`config.mk`:
```
export PLATFORM = sky130hd
export DESIGN_NAME = vpi_ctrl
export DESIGN_NICKNAME = d
export VERILOG_FILES = /design/src/logic/vpi_pkg.sv /design/src/logic/vpi_arbiter.sv /design/src/logic/vpi_cpu_level.sv /design/src/logic/vpi_ctrl.sv
export SDC_FILE = /design/constraint.sdc
export NUM_CORES = 2
export LEC_CHECK = 0
export BUFFER_PORTS_ARGS = -buffer_cell sky130_fd_sc_hd__buf_2
export CORE_MARGIN = 5
export CORE_UTILIZATION = 30
export CTS_CLUSTER_SIZE = 30
export DETAILED_ROUTE_END_ITERATION = 7
export MAX_ROUTING_LAYER = met4
export SLEW_MARGIN = 0
export SYNTH_ARGS = -nofsm -noshare
export SYNTH_HDL_FRONTEND = slang
export SYNTH_SLANG_ARGS = --single-unit
```
`constraint.sdc`:
```
create_clock -name clk_sys -period 103.4 [get_ports clk_sys]
set_input_delay 5.17 -clock clk_sys [delete_from_list [all_inputs] [get_ports clk_sys]]
set_output_delay 5.17 -clock clk_sys [all_outputs]
set_load 0.01 [all_outputs]
```
`src/logic/vpi_pkg.sv`:
```
// Purpose: constants, register map and carrier types of the vectored interrupt controller
// Assumes: 16-bit registers in the low half of aligned 32-bit bus words
// Notes: index constants are word indices, byte offset is index times four
package vpi_pkg;

    localparam int NUM_SRC = 72;
    localparam int FLAG_W = 80;
    localparam int NUM_FLAG_REG = 5;
    localparam int NUM_PRIO_REG = 18;
    localparam int NUM_TRAP = 5;
    localparam int NUM_EXT = 5;

    localparam logic [6:0] USER_VEC_BASE = 7'h08;
    localparam logic [6:0] VEC_RESERVED_FIRST = 7'h50;
    localparam logic [23:0] TABLE_BASE = 24'h000004;
    localparam logic [23:0] ALT_TABLE_OFFSET = 24'h000100;

    // register word indices
    localparam logic [5:0] IDX_GC1 = 6'h00;
    localparam logic [5:0] IDX_GC2 = 6'h01;
    localparam logic [5:0] IDX_FLAG0 = 6'h02;
    localparam logic [5:0] IDX_EN0 = 6'h07;
    localparam logic [5:0] IDX_PRIO0 = 6'h0C;
    localparam logic [5:0] IDX_LATCH = 6'h1E;
    localparam logic [5:0] IDX_SW = 6'h1F;
    localparam logic [5:0] IDX_CORE = 6'h20;

    localparam int GC1_NEST_BIT = 15;
    localparam int GC2_ALT_BIT = 15;
    localparam int CORE_HIGH_BIT = 3;
    localparam int SW_IPL_LSB = 5;
    localparam int LATCH_VEC_LSB = 0;
    localparam int LATCH_LVL_LSB = 8;

    localparam logic [15:0] GC1_RW_MASK = 16'hFFFE;
    localparam logic [15:0] GC2_RW_MASK = 16'h801F;
    localparam logic [15:0] PRIO_FIELD_MASK = 16'h7777;
    localparam logic [15:0] SW_RW_MASK = 16'h01EF;
    localparam logic [15:0] SW_IPL_MASK = 16'h00E0;
    localparam logic [15:0] SW_RC_MASK = 16'h3400;
    localparam logic [15:0] SW_HW_MASK = 16'hCA10;
    localparam logic [15:0] REG_RESET = 16'h0000;
    localparam logic [FLAG_W-1:0] SRC_IMPL = 80'h00F6_39FF_DFFF_FFFB_7FFF;

    // trap k has vector k+1; status bit position and fixed level per trap
    localparam logic [NUM_TRAP-1:0][3:0] TRAP_FLAG_POS = {4'h5, 4'h4, 4'h2, 4'h3, 4'h1};
    localparam logic [NUM_TRAP-1:0][3:0] TRAP_LEVEL = {4'hA, 4'hB, 4'hC, 4'hD, 4'hE};
    // external request inputs map onto these request numbers
    localparam logic [NUM_EXT-1:0][6:0] EXT_SRC = {7'h36, 7'h35, 7'h1D, 7'h14, 7'h00};

    typedef enum logic [1:0] {BUS_IDLE, BUS_WRITE, BUS_READ} vpi_phase_t;

    typedef logic [NUM_PRIO_REG-1:0][15:0] vpi_prio_arr_t;

    typedef struct packed {
        logic valid;
        logic [6:0] vector;
        logic [3:0] level;
        logic [23:0] addr;
    } vpi_irq_req_t;

    typedef struct packed {
        logic valid;
        logic [3:0] level;
    } vpi_level_load_t;

    function automatic logic [2:0] prio_field(input vpi_prio_arr_t p, input int n);
        return p[n / 4][(n % 4) * 4 +: 3];
    endfunction

endpackage

```
`src/logic/vpi_arbiter.sv`:
```
// Purpose: picks the pending user source with the highest level above the cpu level
// Assumes: pending already gated by flag, enable and implemented-source mask
// Notes: purely combinational
`timescale 1ns/1ps
module vpi_arbiter (
    input wire logic [vpi_pkg::NUM_SRC-1:0] pending,
    input wire vpi_pkg::vpi_prio_arr_t prio,
    input wire logic [3:0] cpu_level,
    output logic found,
    output logic [6:0] idx,
    output logic [2:0] level
);
    import vpi_pkg::*;

    always_comb begin
        logic [3:0] cand;
        cand = 4'h0;
        found = 1'b0;
        idx = 7'h00;
        level = 3'h0;
        // walk downward so an equal level at a lower index takes over
        for (int i = NUM_SRC - 1; i >= 0; i--) begin
            cand = {1'b0, prio_field(prio, i)};
            if (pending[i] && cand > cpu_level && (!found || cand[2:0] >= level)) begin
                found = 1'b1;
                idx = 7'(i);
                level = cand[2:0];
            end
        end
    end

endmodule

```
`src/logic/vpi_cpu_level.sv`:
```
// Purpose: cpu status word and the high priority level bit
// Assumes: core_flags carries the arithmetic state the core reports each cycle
// Notes: a level load from the core overrides a software write in the same cycle
`timescale 1ns/1ps
module vpi_cpu_level (
    input wire logic clk_sys,
    input wire logic rst,
    input wire logic sw_we,
    input wire logic [15:0] sw_wdata,
    input wire logic nesting_disable,
    input wire vpi_pkg::vpi_level_load_t load,
    input wire logic [15:0] core_flags,
    output logic [15:0] status_word,
    output logic [3:0] cpu_level
);
    import vpi_pkg::*;

    typedef struct packed {
        logic [15:0] sw;
        logic high;
    } vpi_lvl_state_t;

    vpi_lvl_state_t q;
    vpi_lvl_state_t d;

    always_comb begin
        logic [15:0] rw;
        rw = nesting_disable ? (SW_RW_MASK & ~SW_IPL_MASK) : SW_RW_MASK;
        d = q;
        if (sw_we) begin
            d.sw = (q.sw & ~rw) | (sw_wdata & rw);
            d.sw = (d.sw & ~SW_RC_MASK) | (q.sw & sw_wdata & SW_RC_MASK);
        end
        d.sw = (d.sw & ~SW_HW_MASK) | (core_flags & SW_HW_MASK);
        d.sw = d.sw | (core_flags & SW_RC_MASK);
        if (load.valid) begin
            d.sw[SW_IPL_LSB +: 3] = load.level[2:0];
            d.high = load.level[3];
        end
    end

    always_ff @(posedge clk_sys) begin
        if (rst) begin
            q <= '{sw: REG_RESET, high: 1'b0};
        end else begin
            q <= d;
        end
    end

    assign status_word = q.sw;
    assign cpu_level = {q.high, q.sw[SW_IPL_LSB +: 3]};
endmodule

```
`src/logic/vpi_ctrl.sv`:
```
// Summary of operation
// - user request n gets vector n+8; requests 72..117 have no source
// - table entry at base plus twice the vector; alternate entry 0x100 higher
// - trap vectors 1..5: oscillator, address, stack, math, dma; 0, 6, 7 unused
// - thirty-one controller registers: two control, five flag, five enable, eighteen priority, latch
// - each source has a flag set by hardware, held until software clears it
// - a source with a clear enable bit never requests service
// - each user source has a three-bit priority field, eight levels
// - flag, enable and priority bits ascend by request number from bit 0
// - among equal levels the lower request number wins
// - taking an interrupt latches its vector and level into the latch register
// - first control register holds nesting disable and the trap flags
// - second control register sets external edge polarity and alternate table
// - status word bits 7:5 hold the cpu level, writable by software
// - high level bit in core control is read-only to software
// - level field gives 0..7, or 8..15 with high bit; 111 masks user sources
// - alternate select set makes every interrupt and trap use the alternate table
// - level bits in the status word are read-only while nesting is disabled
// - with the high level bit set all user sources are masked
// Purpose: vectored interrupt and trap controller with AHB-Lite register access
// Assumes: core acks a presented request with irq_ack while irq.valid is high
// Notes: reads take one wait state, writes none; response always OKAY
//
// Design decisions made here: the register offsets and the AHB-Lite register port.
`timescale 1ns/1ps
module vpi_ctrl (
    input wire logic clk_sys,
    input wire logic rst,
    input wire logic hsel,
    input wire logic [31:0] haddr,
    input wire logic [1:0] htrans,
    input wire logic hwrite,
    input wire logic [2:0] hsize,
    input wire logic [31:0] hwdata,
    input wire logic hready,
    output logic [31:0] hrdata,
    output logic hreadyout,
    output logic hresp,
    input wire logic [vpi_pkg::NUM_SRC-1:0] src_req,
    input wire logic [vpi_pkg::NUM_EXT-1:0] ext_pin,
    input wire logic [vpi_pkg::NUM_TRAP-1:0] trap_event,
    input wire logic [15:0] core_flags,
    input wire vpi_pkg::vpi_level_load_t level_restore,
    input wire logic irq_ack,
    output vpi_pkg::vpi_irq_req_t irq,
    output logic [3:0] cpu_level,
    output logic [15:0] status_word
);
    import vpi_pkg::*;

    typedef struct packed {
        logic [15:0] gc1;
        logic [15:0] gc2;
        logic [FLAG_W-1:0] flag;
        logic [FLAG_W-1:0] en;
        vpi_prio_arr_t prio;
        logic [15:0] latch;
        logic [NUM_EXT-1:0] ext_prev;
        vpi_phase_t phase;
        logic [5:0] addr_idx;
        logic [31:0] hrdata;
        logic hready;
        logic hresp;
        vpi_irq_req_t irq;
    } vpi_state_t;

    vpi_state_t q;
    vpi_state_t d;

    logic arb_found;
    logic [6:0] arb_idx;
    logic [2:0] arb_level;
    logic sw_we;
    logic [15:0] rd_val;
    logic take;
    vpi_level_load_t lvl_load;

    vpi_arbiter u_arb (
        .pending(q.flag[NUM_SRC-1:0] & q.en[NUM_SRC-1:0] & SRC_IMPL[NUM_SRC-1:0]),
        .prio(q.prio),
        .cpu_level(cpu_level),
        .found(arb_found),
        .idx(arb_idx),
        .level(arb_level)
    );

    assign take = q.irq.valid && irq_ack;
    assign sw_we = (q.phase == BUS_WRITE) && hready && (q.addr_idx == IDX_SW);
    assign lvl_load = take ? '{valid: 1'b1, level: q.irq.level} : level_restore;

    vpi_cpu_level u_lvl (
        .clk_sys(clk_sys),
        .rst(rst),
        .sw_we(sw_we),
        .sw_wdata(hwdata[15:0]),
        .nesting_disable(q.gc1[GC1_NEST_BIT]),
        .load(lvl_load),
        .core_flags(core_flags),
        .status_word(status_word),
        .cpu_level(cpu_level)
    );

    // register read mux
    always_comb begin
        int j;
        j = 0;
        rd_val = 16'h0000;
        if (q.addr_idx == IDX_GC1) begin
            rd_val = q.gc1;
        end else if (q.addr_idx == IDX_GC2) begin
            rd_val = q.gc2;
        end else if (q.addr_idx >= IDX_FLAG0 && q.addr_idx < IDX_EN0) begin
            j = int'(q.addr_idx - IDX_FLAG0);
            rd_val = q.flag[j * 16 +: 16];
        end else if (q.addr_idx >= IDX_EN0 && q.addr_idx < IDX_PRIO0) begin
            j = int'(q.addr_idx - IDX_EN0);
            rd_val = q.en[j * 16 +: 16];
        end else if (q.addr_idx >= IDX_PRIO0 && q.addr_idx < IDX_LATCH) begin
            j = int'(q.addr_idx - IDX_PRIO0);
            rd_val = q.prio[j];
        end else if (q.addr_idx == IDX_LATCH) begin
            rd_val = q.latch;
        end else if (q.addr_idx == IDX_SW) begin
            rd_val = status_word;
        end else if (q.addr_idx == IDX_CORE) begin
            rd_val[CORE_HIGH_BIT] = cpu_level[3];
        end
    end

    always_comb begin
        int j;
        logic [FLAG_W-1:0] set;
        logic [15:0] w;
        logic edge_seen;
        logic t_found;
        logic [2:0] t_k;
        logic cand;
        logic [6:0] vec;
        logic [3:0] lvl;
        j = 0;
        set = '0;
        w = hwdata[15:0];
        edge_seen = 1'b0;
        t_found = 1'b0;
        t_k = 3'h0;
        cand = 1'b0;
        vec = 7'h00;
        lvl = 4'h0;
        d = q;

        // data phase of a write
        if (q.phase == BUS_WRITE && hready) begin
            if (q.addr_idx == IDX_GC1) begin
                d.gc1 = w & GC1_RW_MASK;
            end else if (q.addr_idx == IDX_GC2) begin
                d.gc2 = w & GC2_RW_MASK;
            end else if (q.addr_idx >= IDX_FLAG0 && q.addr_idx < IDX_EN0) begin
                j = int'(q.addr_idx - IDX_FLAG0);
                d.flag[j * 16 +: 16] = w;
            end else if (q.addr_idx >= IDX_EN0 && q.addr_idx < IDX_PRIO0) begin
                j = int'(q.addr_idx - IDX_EN0);
                d.en[j * 16 +: 16] = w;
            end else if (q.addr_idx >= IDX_PRIO0 && q.addr_idx < IDX_LATCH) begin
                j = int'(q.addr_idx - IDX_PRIO0);
                d.prio[j] = w & PRIO_FIELD_MASK;
            end
        end

        // data phase of a read: one wait state, data from the register
        d.hready = 1'b1;
        d.hresp = 1'b0;
        if (q.phase == BUS_READ) begin
            d.hrdata = {16'h0000, rd_val};
        end

        // address phase
        if (hsel && htrans[1] && hready) begin
            d.addr_idx = haddr[7:2];
            d.phase = hwrite ? BUS_WRITE : BUS_READ;
            d.hready = hwrite;
        end else begin
            d.phase = BUS_IDLE;
        end

        // external request inputs: polarity bit 0 rising, 1 falling
        for (int k = 0; k < NUM_EXT; k++) begin
            edge_seen = q.gc2[k] ? (q.ext_prev[k] && !ext_pin[k]) : (!q.ext_prev[k] && ext_pin[k]);
            set[EXT_SRC[k]] = set[EXT_SRC[k]] | edge_seen;
        end
        d.ext_prev = ext_pin;

        // hardware set wins over a software clear in the same cycle
        set[NUM_SRC-1:0] = set[NUM_SRC-1:0] | src_req;
        d.flag = (d.flag | set) & SRC_IMPL;
        d.en = d.en & SRC_IMPL;
        for (int k = 0; k < NUM_TRAP; k++) begin
            d.gc1[TRAP_FLAG_POS[k]] = d.gc1[TRAP_FLAG_POS[k]] | trap_event[k];
        end

        // traps: lowest vector first, only above the current level
        for (int k = NUM_TRAP - 1; k >= 0; k--) begin
            if (q.gc1[TRAP_FLAG_POS[k]] && TRAP_LEVEL[k] > cpu_level) begin
                t_found = 1'b1;
                t_k = 3'(k);
            end
        end
        if (t_found) begin
            cand = 1'b1;
            vec = 7'({4'h0, t_k} + 7'h01);
            lvl = TRAP_LEVEL[t_k];
        end else if (arb_found) begin
            cand = 1'b1;
            vec = arb_idx + USER_VEC_BASE;
            lvl = {1'b0, arb_level};
        end
        d.irq.valid = cand && !take;
        d.irq.vector = vec;
        d.irq.level = lvl;
        d.irq.addr = TABLE_BASE + 24'({vec, 1'b0}) + (q.gc2[GC2_ALT_BIT] ? ALT_TABLE_OFFSET : 24'h000000);

        if (take) begin
            d.latch = REG_RESET;
            d.latch[LATCH_VEC_LSB +: 7] = q.irq.vector;
            d.latch[LATCH_LVL_LSB +: 4] = q.irq.level;
        end
    end

    always_ff @(posedge clk_sys) begin
        if (rst) begin
            q <= '0;
            q.hready <= 1'b1;
            q.phase <= BUS_IDLE;
        end else begin
            q <= d;
        end
    end

    assign hrdata = q.hrdata;
    assign hreadyout = q.hready;
    assign hresp = q.hresp;
    assign irq = q.irq;
endmodule

```
## Yosys cells after proc, flatten, opt, wreduce, memory -nomap -nowiden

Memories as Yosys holds them, arrays and structs flattened.
Index checks and enable logic that the tools add are counted.

| storage, ports and cells | value |
|---|---|
| register bits after elaboration | 564 |
| latch bits | 0 |
| RAM bits | 0 |
| ROM bits | 32 |
| input port bits | 178 |
| output and inout port bits | 90 |
| word-level logic and storage cells | 756 |
| memories | 1 |

| cells by class | value |
|---|---|
| add/subtract/negate cells | 9 |
| multipliers | 0 |
| divide/modulo/power cells | 0 |
| magnitude comparators | 139 |
| equality and inequality tests | 6 |
| shift operators | 6 |
| multiplexer cells | 245 |
| bitwise gates (word level) | 21 |
| reduce and logical (&&, ||, !) cells | 291 |

Memories:

| memory | words | bits a word | rd ports | clocked after Yosys merged registers in | wr ports | line | text |
|---|---|---|---|---|---|---|---|
| (no name shown) | 8 | 4 | 1 | 0 | 0 | vpi_ctrl.sv:210 | `lvl = TRAP_LEVEL[t_k];` |

Operator list:

| cell | count |
|---|---|
| 288-bit two-way mux | 2 |
| 470-bit two-way mux | 1 |
| 464-bit two-way mux | 1 |
| 7-bit two-way mux | 65 |
| 448-bit two-way mux | 1 |
| 368-bit two-way mux | 1 |
| 288-bit bitwise mux | 1 |
| 3-bit by 4-bit > comparator with 1-bit output | 63 |
| 3-bit two-way mux | 71 |
| 3-bit >= comparator | 62 |
| 80-bit bitwise mux | 2 |
| 16-bit two-way mux | 10 |
| 80-bit two-way mux | 2 |
| 16-bit by 33-bit variable shift with 80-bit output, first input constant | 2 |
| 16-bit by 33-bit variable part select with 80-bit output | 2 |
| 80-bit by 11-bit variable part select with 16-bit output | 2 |
| 1-bit logical AND | 150 |
| 16-bit binary-select mux with 5-bit select | 1 |
| 16-bit demux with 5-bit select | 1 |
| 1-bit two-way mux | 77 |
| 1-bit logical NOT | 73 |
| 72-bit AND | 1 |
| 55-bit by 72-bit bitwise OR with 72-bit output | 1 |
| 72-bit bitwise OR | 1 |
| other kinds (48) | 124 |

## Depth between registers and ports, before layout

| depth | value |
|---|---|
| word-level depth | 256 |
| mapped depth | 460 |
| gate-level depth less buffers | 452 |

## Hierarchy

From an unflattened synthesis, not the netlist that was laid out.

| second synthesis, totals | value |
|---|---|
| cell total of the unflattened synthesis | 5010 |
| area total of the unflattened synthesis | 39479.1 µm² |

By module, submodules not included:

| module | times used | cells an instance | area an instance (µm²) | seq. area each (µm²) |
|---|---|---|---|---|
| vpi_ctrl | 1 | 2650 | 22046.1 | 8488.1 |
| vpi_arbiter | 1 | 2297 | 16757.3 | 0.0 |
| vpi_cpu_level | 1 | 63 | 675.6 | 340.3 |

## Worst setup path before layout

No wires, ideal clock.

| path | value |
|---|---|
| path type | register -> register |
| start | register u_lvl.q, in the netlist u_lvl.status_word[5] |
| end | register q, in the netlist irq[6] |
| setup time | 116 ps |
| arrival | 84391 ps |
| data required time | 103284 ps |
| setup slack | 18893 ps |
| cell stages (with the launch flop) | 430 |
| clock period less this slack | 84507 ps |
| path through | dfxtp_1 > ha_1 > nand3_1 > nand4b_1 > nor3_1 > ha_1 > nand2b_1 > a21o_1 > a2111oi_4 > nor3_1 > or2_2 > ha_1 > nand2b_1 > a21o_1 > a21oi_1 > a21oi_2 > o21a_1 > ha_1 > [... 394 more ...] > nor2b_1 > o31ai_1 > o311ai_0 > a21boi_0 > a21o_1 > ha_1 > nand2b_1 > a21oi_1 > nor2b_1 > o31a_1 > nand2b_1 > or2_2 > o21ai_0 > ha_1 > inv_1 > or3_1 > xnor2_1 > nor2_1 |

RTL lines:

| element | line | text |
|---|---|---|
| start, declared | vpi_cpu_level.sv:23 | `vpi_lvl_state_t q;` |
| start signal, assigned | vpi_cpu_level.sv:44 | `q <= '{sw: REG_RESET, high: 1'b0};` |
| end, declared | vpi_ctrl.sv:67 | `vpi_state_t q;` |

## Final worst setup path

| path | value |
|---|---|
| start | register u_lvl.q, in the netlist u_lvl.status_word[6] |
| end | register q, in the netlist irq[8] |

| between the ends | value |
|---|---|
| longest elaborated chain between the ends | 256 |
| elaborated cells between the ends (all ways) | 588 |

RTL lines:

| element | line | text |
|---|---|---|
| 3-bit by 4-bit > comparator with 1-bit output | vpi_arbiter.sv:24 | `if (pending[i] && cand > cpu_level && (!found \|\| cand[2:0] >= level)) begin` |
| 1-bit logical AND | vpi_arbiter.sv:24 |  |
| 3-bit two-way mux or 1-bit two-way mux (tied branches) | vpi_arbiter.sv:24 |  |
| 3-bit >= comparator or 1-bit logical NOT (tied branches) | vpi_arbiter.sv:24 |  |
| 1-bit logical OR | vpi_arbiter.sv:24 |  |
| 1-bit logical AND | vpi_arbiter.sv:24 |  |
| 3-bit two-way mux or 1-bit two-way mux (tied branches) | vpi_arbiter.sv:24 |  |
| 3-bit >= comparator or 1-bit logical NOT (tied branches) | vpi_arbiter.sv:24 |  |
| [... 240 more ...] | n/a |  |
| 1-bit logical OR | vpi_arbiter.sv:24 |  |
| 1-bit logical AND | vpi_arbiter.sv:24 |  |
| 7-bit two-way mux | vpi_arbiter.sv:24 |  |
| 7-bit by 4-bit adder with 7-bit output | vpi_ctrl.sv:213 | `vec = arb_idx + USER_VEC_BASE;` |
| 7-bit two-way mux | vpi_ctrl.sv:211 | `end else if (arb_found) begin` |
| 7-bit two-way mux (*) | vpi_ctrl.sv:207 | `if (t_found) begin` |
| 3-bit by 8-bit adder with 9-bit output (*) | vpi_ctrl.sv:219 | `d.irq.addr = TABLE_BASE + 24'({vec, 1'b0}) + (q.gc2[GC2_ALT_BIT] ? ALT_TABLE_OFFSET : 24'h000000);` |
| 9-bit by 9-bit adder with 10-bit output (*) | vpi_ctrl.sv:219 |  |

Mark *: on every way between the ends. The rest lies on a longest branch, timed or not.
A chain may end at the register's enable or synchronous reset.

==> metrics.md <==
| Metric | Value |
|---|---|
| Static power due to leakage | `17.1 nW` |
| Final HPWL DP | `116,000 um` |
| Share of layout cells above drive strength 1 | `11.8%` |
| Critical path peak fanout | `12` |
| Most common cell after layout, fill and taps aside | `nor2_1` |
| Effective utilization at floorplan | `30.1%` |
| Min Tclk post-route | `96,320 ps` |
| Final hold violation count | `0` |
| I/O Buffers | `172` |
| Starting DRT DRC Count | `4,164` |
| Number of flops mapped to enable cells by yosys | `0` |
| Antenna viol nets, final | `0` |
| Net total in the final layout | `5,098` |
| Endpoint arrival time on the critical path | `96,770 ps` |
| Count of boundary I/O pins | `268` |
| Number of global-route vias before repair | `33,500` |
| Total power | `0.000419 W` |
| Final weighted congestion of routability-driven global placement | `1.02` |
| CTS clock-pin slew for the worst setup and hold paths | `60 ps` |
| Wire length of the first global-routing pass | `222,000 um` |
| Overflow left after global routing | `0` |
| Total vias in the final route | `36,400` |
| Data required time of the worst path | `103,850 ps` |
| Cell with the biggest individual delay on the critical path | `o32ai_1` |
| Cts bufs inserted | `49` |
| Total of hold buffers inserted after clock tree synthesis | `0` |
| Final total negative setup slack | `0 ps` |
| Top cell by count, worst path | `ha_1` |
| Slew margin rel. | `9.22%` |
| Library cells used by synthesis | `125` |
| Post-synthesis to final-layout area growth | `10.4%` |
| Portion of the post-synthesis area used by sequential elements | `24.1%` |
| Clock root buffer master | `clkbuf_16` |
| Async SR Flop Fraction | `0%` |
| Highest clock frequency the design can meet | `10.4 MHz` |
| Setup repair after global routing missed its margin | `false` |
| Worst Tran Pin Value | `1360 ps` |
| Largest cells by area after synthesis | `dfxtp_1 (24%), ha_1 (12%), mux2i_1 (8.0%)` |
| Final number of max-transition violations | `0` |
| Clock H-tree levels | `2` |
| CP delay by family, top | `compound AO/OA/AOI/OAI gates` |
| Gate count after technology mapping | `4,551` |
| Post-layout utilization of the core | `33.3%` |
| Max incr delay on CP | `670 ps` |
| Via-to-Cell Ratio | `5.84` |
| Worst flop-to-flop path endpoint | `irq[8]` |
| Avg Synthesized Cell Area | `8.05 um2` |
| Power density cells | `10.4 nW/um2` |
| Total length of routed wires | `152,000 um` |
| Row Count | `128` |
| Maximum VDD drop | `12.3 uV` |
| Pin count of the biggest net entering global routing | `201` |
| Number of cells traversed by the worst register-to-register path | `424` |
| Die Width | `359 um` |
| R2R Path Start | `u_lvl.status_word[6]` |
| Startpoint kind of the worst setup timing path | `flop` |
| Yosys top cell by area | `dfxtp_1` |
| Global Route Usage Sum | `22.8%` |
| Die outline area | `129,000 um2` |
| Worst hold endpoint | `q[84]` |
| TritonCTS clock tree | `built` |
| Number of max-cap violations | `0` |
| Path category of the worst min-delay check | `flop to flop` |
| Area share of the largest cell type after synthesis | `24.1%` |
| Outcome | `finished clean` |
| Count of buffering cells on the critical path with inverters included | `12` |
| Cell depth of the worst hold path | `2` |
| Wire length per cell | `24.3 um` |
| Number of clock sinks | `441` |
| Final Hold Slack | `452 ps` |
| Core region area | `122,000 um2` |
| Startpoint of the lowest-slack hold path | `irq[29]` |
| Flop and latch count out of synthesis | `441` |
| Primary flip-flop cell chosen by synthesis mapping | `dfxtp_1` |
| Crit share post-route | `93.2%` |
| Fillers | `12,800` |
| Worst setup skew after layout | `35.7 ps` |
| Worst Setup Path Type | `flop to flop` |
| Number of setup violations in the final report | `0` |
| Yosys warns | `0` |
| DRC errors left | `0` |
| Worst setup slack for register-to-register paths | `7080 ps` |
| Antenna violations before repair | `11` |
| Commonest non-fill, non-tap cells in the layout | `nor2_1 (528), nand2_1 (438), dfxtp_1 (437)` |
| Die height | `359 um` |
| Buffers from clock root to sink, at most | `3` |
| Netlist Area Pre-Place | `36,600 um2` |
| Clock network latency to the later pin of the worst-skew pair | `630 ps` |
| Critical Path End Type | `flop` |
| Router iterations before antenna repair | `6` |
-- state kept, by name, indices dropped and copies added (netlist names) --
| name | cells |
|---|---|
| q | 387 |
| irq | 20 |
| hrdata | 16 |
| u_lvl.status_word | 16 |
| hreadyout | 1 |
| u_lvl.cpu_level | 1 |
-- synthesized netlist by cell type (all sizes together), types with 77 or more instances --
library cell,number
inv,215
a21oi,297
ha,350
a211oi,77
clkbuf,169
nor2,530
o21ai,159
dfxtp,441
buf,116
nand2,438
nand3,160
nand2b,80
nor2b,107
mux2i,291
-- kinds of logic after synthesis --
family / count (synthesis) / synth area share [%]
AND/OR/NAND/NOR: 1745 / 23.1
AO/OA/AOI/OAI: 1107 / 21.3
buffers and inverters: 501 / 5.97
flip-flops: 441 / 24.1
multiplexers: 383 / 13.0
adder cells (fa/ha/maj): 356 / 12.1
XOR/XNOR: 17 / 0.407
other: 1 / 0.0102
-- repair_timing --
item / CTS / global route
resized for setup: 0 / 8
endpoints found under the hold margin: 0 / 0
endpoints found under the setup margin: 0 / 18
setup buffers: 0 / 3
-- area by class of cell --
type,count,area [um2],share of cell area (%)
multi-input combinational,3641,25800,63.8
inverter,216,811,2.01
antenna,8,20.0,0.0495
tap,1625,2030,5.03
timing repair buffer,221,1250,3.09
sequential,441,8840,21.9
clock buffer,62,1350,3.33
clock inverter,28,325,0.805
-- routing by layer --
layer	share of wire (%)	wire length, um	track usage [%]
met5	0	0	-
met4	4.3	6460	8.18
met3	9.2	14000	3.51
met2	43	65600	34.4
met1	43	65800	30.9
-- tightest hold or removal path, delay by kind of cell (launching register included) --
kind / cells / cell delay, ps
compound gates: 1 / 50
simple gates: 1 / 50
flops: 1 / 310
-- power breakdown --
part           switching, W  total (W)  internal [W]
combinational     0.0000351  0.0000535     0.0000184
sequential       0.00000594   0.000179      0.000173
clock             0.0000810   0.000187      0.000106
total              0.000122   0.000419      0.000297
-- stage by stage --
step | instance area (um2) | instances | setup WS (ps)
2_1_floorplan | 36700 | 4582 | 18890
3_3_place_gp | 38700 | 6140 | 7450
3_5_place_dp | 38700 | 6140 | 6690
4_1_cts | 40300 | 6230 | 6280
5_1_grt | 40400 | 6242 | 60.4
6_report | 40400 | 6242 | 7080
-- worst max-delay path by stage --
stage	from	endpoint	slack, ps	depth (start not counted)
after CTS	u_lvl.status_word[6]	irq[6]	6280	429
after global placement	u_lvl.status_word[6]	irq[6]	7450	426
after detailed placement	u_lvl.status_word[6]	irq[6]	6690	427
final	u_lvl.status_word[6]	irq[8]	7080	424
after global routing	u_lvl.status_word[6]	irq[8]	60	424
after floorplan	u_lvl.status_word[5]	irq[6]	18890	429
(Power assumes the default switching activity.)
